[src/hw/regbuf_cfg.svh]
`ifndef REGBUF_CFG_SVH
`define REGBUF_CFG_SVH

// ----------------------------------------------------------------------------
// channel layout
// ----------------------------------------------------------------------------
`define CHANNELS       26
`define WORD_RESET     26'h0000000

// ----------------------------------------------------------------------------
// buffering and pin sampling
// ----------------------------------------------------------------------------
`define FIFO_DEPTH     16
`define SYNC_STAGES    3

`endif

[src/hw/regbuf_pkg.sv]
package regbuf_pkg;
`include "regbuf_cfg.svh"

   typedef logic [`CHANNELS-1:0]    word_t;
   typedef logic [`SYNC_STAGES-1:0] sync_t;

endpackage

[src/hw/word_fifo.sv]
`timescale 1ns/1ps
`default_nettype none

module word_fifo #(
   parameter int WIDTH = `CHANNELS,
   parameter int DEPTH = `FIFO_DEPTH
) (
   input  wire logic             clk,
   input  wire logic             rst,
   input  wire logic             flush,
   input  wire logic             in_valid,
   output logic                  in_ready,
   input  wire logic [WIDTH-1:0] in_data,
   output logic                  out_valid,
   input  wire logic             out_ready,
   output logic      [WIDTH-1:0] out_data
);
   localparam int AW = $clog2(DEPTH);
   localparam int CW = $clog2(DEPTH + 1);

   logic [WIDTH-1:0] mem [DEPTH];
   logic [AW-1:0]    wr_ptr;
   logic [AW-1:0]    rd_ptr;
   logic [CW-1:0]    count;
   logic             push;
   logic             pop;

   // pop moves a stored word into the output register
   assign in_ready = (count != CW'(DEPTH));
   assign push     = in_valid & in_ready;
   assign pop      = (count != '0) & (~out_valid | out_ready);

   always_ff @(posedge clk)
   begin
      if (push)
      begin
         mem[wr_ptr] <= in_data;
      end
   end

   always_ff @(posedge clk)
   begin
      if (rst | flush)
      begin
         wr_ptr <= '0;
         rd_ptr <= '0;
      end
      else
      begin
         if (push)
         begin
            wr_ptr <= wr_ptr + 1'b1;
         end
         if (pop)
         begin
            rd_ptr <= rd_ptr + 1'b1;
         end
      end
   end

   always_ff @(posedge clk)
   begin
      if (rst | flush)
      begin
         count <= '0;
      end
      else if (push & ~pop)
      begin
         count <= count + 1'b1;
      end
      else if (pop & ~push)
      begin
         count <= count - 1'b1;
      end
   end

   always_ff @(posedge clk)
   begin
      if (rst | flush)
      begin
         out_valid <= 1'b0;
         out_data  <= '0;
      end
      else if (pop)
      begin
         out_valid <= 1'b1;
         out_data  <= mem[rd_ptr];
      end
      else if (out_ready)
      begin
         out_valid <= 1'b0;
      end
   end

   fifo_no_overfill_a : assert property (@(posedge clk) disable iff (rst)
      (count == CW'(DEPTH)) |-> !in_ready)
      else $error("fifo accepts words while full");

endmodule

`default_nettype wire

[src/hw/registered_buffer_26bit.sv]
// Contract
// - 26 channels: input, flip-flop, output each
// - capture data at rising clock crossing
// - reset pin low clears flops, outputs low
// - reset pin low disables input receivers
// - standby ignores floating inputs, outputs low
`timescale 1ns/1ps
`default_nettype none

module registered_buffer_26bit (
   input  wire logic             CORE_CLK,
   input  wire logic             RESET,
   input  wire logic             RESET_N_PIN,
   input  wire logic             CLK_T,
   input  wire logic             CLK_C,
   input  wire regbuf_pkg::word_t D,
   input  wire logic             HOLD_OUTPUT,
   output regbuf_pkg::word_t     Q,
   output logic                  RX_ENABLE,
   output logic                  CAPTURE_READY
);
   import regbuf_pkg::*;

   // -------------------------------------------------------------------------
   // helpers
   // -------------------------------------------------------------------------
   function automatic logic agree(input logic late2, input logic late3);
      agree = (late2 == late3);
   endfunction

   sync_t rst_sync;
   sync_t ct_sync;
   sync_t cc_sync;
   word_t d_s1;
   word_t d_s2;
   word_t d_s3;
   word_t d_f;
   logic  rst_pin_ok;
   logic  standby;
   logic  ct_f;
   logic  cc_f;
   logic  cross_hi;
   logic  rise;
   logic  fifo_in_ready;
   logic  fifo_out_valid;
   word_t fifo_dout;
   logic  q_load;

   // -------------------------------------------------------------------------
   // reset pin sampling and standby
   // -------------------------------------------------------------------------
   always_ff @(posedge CORE_CLK)
   begin
      if (RESET)
      begin
         rst_sync <= '0;
      end
      else
      begin
         rst_sync <= {rst_sync[1:0], RESET_N_PIN};
      end
   end

   // a pin change counts only when the last two stages agree
   always_ff @(posedge CORE_CLK)
   begin
      if (RESET)
      begin
         rst_pin_ok <= 1'b0;
      end
      else if (agree(rst_sync[1], rst_sync[2]))
      begin
         rst_pin_ok <= rst_sync[2];
      end
   end

   assign standby = ~rst_pin_ok;

   // receivers stay off while in standby
   always_ff @(posedge CORE_CLK)
   begin
      if (RESET)
      begin
         RX_ENABLE <= 1'b0;
      end
      else
      begin
         RX_ENABLE <= ~standby;
      end
   end

   // -------------------------------------------------------------------------
   // clock pair sampling
   // -------------------------------------------------------------------------
   // gating ahead of the first stage keeps floating pins out of the logic
   always_ff @(posedge CORE_CLK)
   begin
      if (RESET)
      begin
         ct_sync <= '0;
         cc_sync <= '0;
      end
      else
      begin
         ct_sync <= {ct_sync[1:0], CLK_T & RX_ENABLE};
         cc_sync <= {cc_sync[1:0], CLK_C & RX_ENABLE};
      end
   end

   always_ff @(posedge CORE_CLK)
   begin
      if (RESET | standby)
      begin
         ct_f <= 1'b0;
         cc_f <= 1'b0;
      end
      else
      begin
         if (agree(ct_sync[1], ct_sync[2]))
         begin
            ct_f <= ct_sync[2];
         end
         if (agree(cc_sync[1], cc_sync[2]))
         begin
            cc_f <= cc_sync[2];
         end
      end
   end

   always_ff @(posedge CORE_CLK)
   begin
      if (RESET | standby)
      begin
         cross_hi <= 1'b0;
      end
      else
      begin
         cross_hi <= ct_f & ~cc_f;
      end
   end

   // true phase up and complement down, first cycle only
   assign rise = ct_f & ~cc_f & ~cross_hi;

   // -------------------------------------------------------------------------
   // data channels
   // -------------------------------------------------------------------------
   generate
      for (genvar i = 0; i < `CHANNELS; i++)
      begin : g_chan
         always_ff @(posedge CORE_CLK)
         begin
            if (RESET)
            begin
               d_s1[i] <= 1'b0;
               d_s2[i] <= 1'b0;
               d_s3[i] <= 1'b0;
            end
            else
            begin
               d_s1[i] <= D[i] & RX_ENABLE;
               d_s2[i] <= d_s1[i];
               d_s3[i] <= d_s2[i];
            end
         end

         always_ff @(posedge CORE_CLK)
         begin
            if (RESET | standby)
            begin
               d_f[i] <= 1'b0;
            end
            else if (agree(d_s2[i], d_s3[i]))
            begin
               d_f[i] <= d_s3[i];
            end
         end

         chan_follow_a : assert property (@(posedge CORE_CLK) disable iff (RESET)
            (!standby && d_s2[i] == d_s3[i]) |=> (d_f[i] == $past(d_s3[i])))
            else $error("channel filter lost an agreed input level");
      end
   endgenerate

   // -------------------------------------------------------------------------
   // capture buffer
   // -------------------------------------------------------------------------
   // captures arriving while full are dropped; CAPTURE_READY low warns
   word_fifo #(
      .WIDTH (`CHANNELS),
      .DEPTH (`FIFO_DEPTH)
   ) u_fifo (
      .clk       (CORE_CLK),
      .rst       (RESET),
      .flush     (standby),
      .in_valid  (rise),
      .in_ready  (fifo_in_ready),
      .in_data   (d_f),
      .out_valid (fifo_out_valid),
      .out_ready (~HOLD_OUTPUT),
      .out_data  (fifo_dout)
   );

   always_ff @(posedge CORE_CLK)
   begin
      if (RESET)
      begin
         CAPTURE_READY <= 1'b0;
      end
      else
      begin
         CAPTURE_READY <= fifo_in_ready & ~standby;
      end
   end

   // -------------------------------------------------------------------------
   // output register
   // -------------------------------------------------------------------------
   assign q_load = fifo_out_valid & ~HOLD_OUTPUT;

   always_ff @(posedge CORE_CLK)
   begin
      if (RESET | standby)
      begin
         Q <= `WORD_RESET;
      end
      else if (q_load)
      begin
         Q <= fifo_dout;
      end
   end

   // -------------------------------------------------------------------------
   // checks
   // -------------------------------------------------------------------------
   standby_q_low_a : assert property (@(posedge CORE_CLK) disable iff (RESET)
      standby |=> (Q == `WORD_RESET))
      else $error("outputs not low in standby");

   standby_float_a : assert property (@(posedge CORE_CLK) disable iff (RESET)
      standby [*4] |-> (Q == `WORD_RESET && !rise && d_f == `WORD_RESET))
      else $error("floating inputs reached the logic in standby");

   rx_off_a : assert property (@(posedge CORE_CLK) disable iff (RESET)
      standby |=> !RX_ENABLE)
      else $error("receivers enabled in standby");

   rx_gate_a : assert property (@(posedge CORE_CLK) disable iff (RESET)
      !RX_ENABLE |=> (ct_sync[0] == 1'b0 && cc_sync[0] == 1'b0 && d_s1 == `WORD_RESET))
      else $error("disabled receivers passed a pin level");

   capture_load_a : assert property (@(posedge CORE_CLK) disable iff (RESET)
      (q_load && !standby) |=> (Q == $past(fifo_dout)))
      else $error("output missed a buffered capture");

   single_rise_a : assert property (@(posedge CORE_CLK) disable iff (RESET)
      rise |=> !rise)
      else $error("one clock crossing captured twice");

   hold_keep_a : assert property (@(posedge CORE_CLK) disable iff (RESET)
      (!standby && !q_load) |=> (Q == $past(Q)))
      else $error("output changed without a capture");

endmodule

`default_nettype wire

[config.mk]
export PLATFORM = sky130hd
export DESIGN_NAME = registered_buffer_26bit
export DESIGN_NICKNAME = d
export VERILOG_FILES = /design/src/hw/regbuf_pkg.sv /design/src/hw/word_fifo.sv /design/src/hw/registered_buffer_26bit.sv
export VERILOG_INCLUDE_DIRS = /design/src /design/src/hw
export SDC_FILE = /design/constraint.sdc
export NUM_CORES = 1
export LEC_CHECK = 0
export BUFFER_PORTS_ARGS = -buffer_cell sky130_fd_sc_hd__clkbuf_2
export CAP_MARGIN = 20
export CORE_MARGIN = 3
export CORE_UTILIZATION = 35
export CTS_BUF_LIST = sky130_fd_sc_hd__clkbuf_16
export CTS_CLUSTER_SIZE = 28
export DETAILED_ROUTE_END_ITERATION = 7
export HOLD_SLACK_MARGIN = 0.15
export PLACE_DENSITY = 0.59
export SKIP_CTS_REPAIR_TIMING = 1
export SYNTH_ARGS = -nofsm -noshare
export SYNTH_HDL_FRONTEND = slang
export SYNTH_SLANG_ARGS = --single-unit
export TNS_END_PERCENT = 50
[constraint.sdc]
create_clock -name CORE_CLK -period 4 [get_ports CORE_CLK]
set_input_delay 0.6 -clock CORE_CLK [delete_from_list [all_inputs] [get_ports CORE_CLK]]
set_output_delay 0.6 -clock CORE_CLK [all_outputs]
set_load 0.005 [all_outputs]
* Word-level counts from Yosys, hierarchy flattened
Memories as Yosys holds them, arrays and structs flattened. A register that Yosys moved wholly into a read port is not among the register bits.
Cells that the tools add are included.
** Cells by class
- $add $sub $neg :: 4
- Equal/unequal tests :: 31
- Muxes and demuxes :: 6
- Bitwise gates (word level) :: 45
- Reduce and logical (&&, ||, !) cells :: 2
** Operator list (number)
- AND 1 bit :: 36
- == test 1 bit :: 29
- two-way mux 5 bit :: 2
- adder 4 x 1 -> 4 bit, second input constant :: 2
- inverter 1 bit :: 7
- adder 5 x 1 -> 5 bit, second input constant :: 1
- inequality test 5 bit, second input constant :: 1
- nonzero test 5 bit :: 1
- subtractor 5 x 1 -> 5 bit, second input constant :: 1
- two-way mux 1 bit :: 4
- inequality test 2 x 1 -> 1 bit, second input constant :: 1
- OR 1 bit :: 2
- nonzero test 2 bit :: 1
** Word-level totals
- Flip-flop bits (word level) :: 159
- Bits in writable memories :: 416
- Input bits :: 32
- Output and inout port bits :: 28
- Logic and storage cells :: 207
- Memories :: 1
** Memory list
- u_fifo.mem :: words 16, bits a word 26, read ports 1, clocked after Yosys merged registers in 1, write ports 1, line word_fifo.sv:21 : logic [WIDTH-1:0] mem [DEPTH];

* Logic depth before layout (Yosys ltp)
- Depth in word-level cells :: 8
- Gate-level depth with buffers :: 11

* By module
From an unflattened synthesis, not the netlist that was laid out.
** Unflattened totals
- Cells, all modules :: 1231
- Area total of the unflattened synthesis :: 21762.1 sq um
** By module, submodules not included
- word_fifo :: instances 1, cells an instance 802, area each 17387.9 sq um, seq. area each 13292.7 sq um
- registered_buffer_26bit :: instances 1, cells an instance 429, area each 4374.2 sq um, seq. area each 2902.8 sq um

* Least setup slack after synthesis
No wires, ideal clock.
- Path kind :: reg2reg
- Start point :: reg ct_f
- End point :: mem u_fifo.mem[0][0] (netlist bit) (enable)
- Library setup time :: 442 ps
- Arrival time :: 3004 ps
- Path slack :: 554 ps
- Stages on the path, launching flop included :: 5
- Clock period less this slack :: 3446 ps
- Cells stage by stage :: dfxtp_1 -> or3b_2 -> a21oi_2 -> nand2_1 -> nor3_1
** On the way
- Word-level cells in the longest chain between the ends :: 5
** RTL lines
- start: declaration :: line registered_buffer_26bit.sv:40 : logic ct_f;
- start signal: assignment :: line registered_buffer_26bit.sv:121 : ct_f <= ct_sync[2];
- AND 1 bit (2 in series) :: line registered_buffer_26bit.sv:143 : assign rise = ct_f & ~cc_f & ~cross_hi;
- AND 1 bit :: line word_fifo.sv:30 : assign push = in_valid & in_ready;
- via u_fifo.push :: line word_fifo.sv:25 : logic push;
- two-way mux 1 bit :: line word_fifo.sv:35 : if (push)
- two-way mux 1 bit (not written as such) :: line word_fifo.sv:37 : mem[wr_ptr] <= in_data;
- end: declaration :: line word_fifo.sv:21
The timed path passes the listed nets, and every way through them passes these cells.

* Final worst setup path
- Start point :: reg u_fifo.count[0]
- End point :: reg u_fifo.count[4]
** On the way
- Word-level cells in the longest chain between the ends :: 5
- Elaborated cells on any way between the ends :: 13
- Those cells by class :: add/sub: 2; eq/ne: 1; mux: 2; bitwise: 6; reduce/logical: 2
** RTL lines
- start: declaration :: line word_fifo.sv:24 : logic [CW-1:0] count;
- start signal: assignment :: line word_fifo.sv:69 : count <= count + 1'b1;
- start signal: assignment :: line word_fifo.sv:73 : count <= count - 1'b1;
- parallel branches: the longest is 5 deep, another holds subtractor 5 x 1 -> 5 bit
Several ways; the timed one is not identified. The select of a mux whose other input is x is not followed.
A chain may end at the register's enable or synchronous reset.

==> run metrics <==
FFs w/ async S/R, synth=0%; nets@finish=1356; most numerous cell in the Yosys netlist=edfxtp_1; Slew @ Worst Pin=997 ps; Final Total Pwr=0.0120 W; global route overflow=0; Pleak=6.90 nW; final hold slack=178 ps; sequential-to-total area share from yosys stat=74.6%; die width=255 µm; number of top-level pins=60; Clock Tree Root=clkbuf_16; Post-Syn Nets=1266; worst r2r path cells=10; setup_tns=0 ps; CTS Buf Count=58; worst flop-to-flop path startpoint=u_fifo.count[0]$_SDFFE_PP0P_; Psw=0.00230 W; Setup violations, final=0; endpoints failing hold=0; Net Sw Frac=19.2%; proportion of synthesized area in mux cells=13.5%; # Max-Cap Violations=0; Hold Crit Class=in -> reg; Total GRT Usage=14.4%; min-delay src=D[18]; Slew HR=33.4%; Post-Synth XOR/XNOR Area=0.363%; die area=65100 µm²; drt wl/cell=21.5 µm; fin crit share=72.5%; Worst Path Required=4540 ps; remaining antenna violation count=0; post-synthesis instance total=1224; PD cells=481 nW/µm²; Area Overhead vs Synth=15.1%; Area contributors post-synth=edfxtp_1, dfxtp_1, mux4_2, nor2b_1, nand2_1; critical path class=reg -> reg; top-area cell type share of the netlist area=57.5%; Final HPWL DP=27.5 mm; reg2reg setup slack=1100 ps; reg2reg end=u_fifo.count[4]$_SDFFE_PP0P_; Ys Warns=0; # clock sinks=601; Seq pwr share=54.6%; Std-Cell Core Area=60800 µm²; main combinational cell family by area after synthesis=multiplexers; crit path DAT=3440 ps; post-synthesis adder-cell area fraction=0.611%; Seq cells post-synth=601; final setup skew=33.2 ps; synthesized area=21700 µm²; internal power=0.00971 W; Post-synth top cells=edfxtp_1, dfxtp_1, mux4_2; placer congestion estimate=0.733; initial antenna violation count=0; Die Ht=255 µm; Yosys top cell by area=edfxtp_1; maximum buffer depth of the clock tree=3; drt via density=5.06; fill cell count=5432; fmax=345 MHz; WL final=46.2 mm; router iterations before antenna repair=5; final slew viol count=0; worst-path maximum fanout=6; Starting DRT DRC Count=684; Tmin final=2900 ps; ys flop type=edfxtp_1; Clock Latency Late Sink=620 ps; vias in the first global route=11100; first-pass GRT wire length=70.3 mm; CP startpoint kind=flop; unrepaired setup endpoints after global routing=false; Port-buffer cells=59; Worst Hold Depth=2; Comb power frac=0.2%; detailed-route DRC error count=0; Clk network pwr share=45.1%; Compound-Gate Fraction of Synth Area=3.74%; Post-synth EDFFs=416; CTS clk-pin slew, worst paths=60 ps; Synth Area in Simple Gates=5.57%; VDD IR max=0.000320 V; via count=10900; Hold EP=d_s1[18]$_SDFF_PP0_; launch point of the worst path=u_fifo.count[0]$_SDFFE_PP0P_; Worst setup EP type=flop; # rows=90; share of cells above drive strength 1=24.9%; Syn Area/Cell=17.7 µm²; largest net degree at the start of global routing=62; number of distinct library cells after synthesis=40; Initial Util=35.7%; H-tree Lvls=2; CTS tree=yes; status=finished, final reports clean
## stage by stage
step,worst slack [ps],util (%),cell area [µm²],instances
4_1_cts,1080,41.1,25000,2146
3_3_place_gp,1080,37.9,23000,2035
2_1_floorplan,554,-,21700,1224
3_5_place_dp,974,37.9,23100,2036
5_1_grt,905,41.1,25000,2146
6_report,1100,41.1,25000,2147
## layout make-up
class                   count  area [µm²]  share of cell area, %
flip-flops and latches    601       16200                   64.9
clock inverters            49         387                   1.55
well taps                 782         978                   3.92
repair buffers             93         608                   2.43
diodes                      1        2.50                 0.0100
clock buffers              61        1530                   6.11
multi-input cells         552        5250                   21.0
inverters                   8        30.0                  0.120
## worst max-delay path by stage
stage / end / slack (ps) / cells after the start
final: u_fifo.count[4]$_SDFFE_PP0P_ / 1100 / 10
after global routing: u_fifo.count[4]$_SDFFE_PP0P_ / 910 / 10
after CTS: u_fifo.count[4]$_SDFFE_PP0P_ / 1080 / 10
after detailed placement: u_fifo.count[4]$_SDFFE_PP0P_ / 970 / 11
after global placement: u_fifo.count[4]$_SDFFE_PP0P_ / 1080 / 11
after floorplan: u_fifo.mem[0][0]$_DFFE_PP_ / 550 / 4
## layer usage
layer  up-vias  GRT usage [%]  part of all wire [%]
li1       4857              -                     -
met1      5693           19.9                    45
met2       248           23.9                    49
met3        57           2.46                   4.7
met4         0           3.65                   1.7
met5         -              0                     0
## critical path, stage by stage, from the launching register on
cell and delay, ps:
dfxtp_1 380, nor4_4 520, a21boi_2 200, inv_1 170, ha_1 190, inv_1 110
fa_1 410, a21o_1 200, a21oi_1 180, mux2i_1 260, mux2i_1 210
## layout by cell type, fill, tap and decap left out, types with 2 or more instances in the layout
cell type  netlist  final
nor2_2           0     12
clkbuf_2         0     59
nand3_1          2      2
nand2b_1         4      3
nor2_1          52     39
o211ai_1         2      2
xnor2_1          5      5
mux2i_1         30     30
mux2_2          26     26
xor2_1           4      4
a21oi_1         60     60
nor3_2           1      4
and2_1          28     28
ha_1             9      9
o21ai_0         29     29
buf_4            6     30
dfxtp_1        185    182
inv_2            0      5
a221o_1         26     26
nand2_1         90     90
mux4_2         104    104
clkbuf_16        0     61
a21o_1           2      2
buf_12           0      3
inv_1            8     22
clkinv_1         0     10
bufinv_16        0      6
edfxtp_1       416    416
nor2b_1         61     59
dfxtp_4          0      2
clkinv_2         0     12
## flip-flops by register name (all words and copies together) (netlist names)
signal and flops:
u_fifo.mem 416, Q 26, d_f 26, d_s1 26, d_s2 26, d_s3 26, u_fifo.out_data 26, u_fifo.count 5
u_fifo.rd_ptr 4, u_fifo.wr_ptr 4, cc_sync 3, ct_sync 3, rst_sync 3, CAPTURE_READY 1, RX_ENABLE 1, cc_f 1
cross_hi 1, ct_f 1, rst_pin_ok 1, u_fifo.out_valid 1
## kinds of logic after synthesis
| family | after synthesis |
|---|---|
| muxes | 160 |
| buffers and inverters | 71 |
| xor gates and xnor gates | 9 |
| and+or+nand+nor | 247 |
| DFF | 601 |
| AOI/OAI and AO/OA | 126 |
| adders and majority gates | 10 |
## power groups by stage
stage / logic, W / clock network [W] / registers, W
detailed placement: 0.0000287 / 0 / 0.00670
finish: 0.0000275 / 0.00542 / 0.00656
CTS: 0.0000288 / 0.00557 / 0.00656
floorplan: 0.00000949 / 0 / 0.00670
global route: 0.0000319 / 0.00582 / 0.00656
global placement: 0.0000284 / 0 / 0.00670
(Power assumes the default switching activity.)
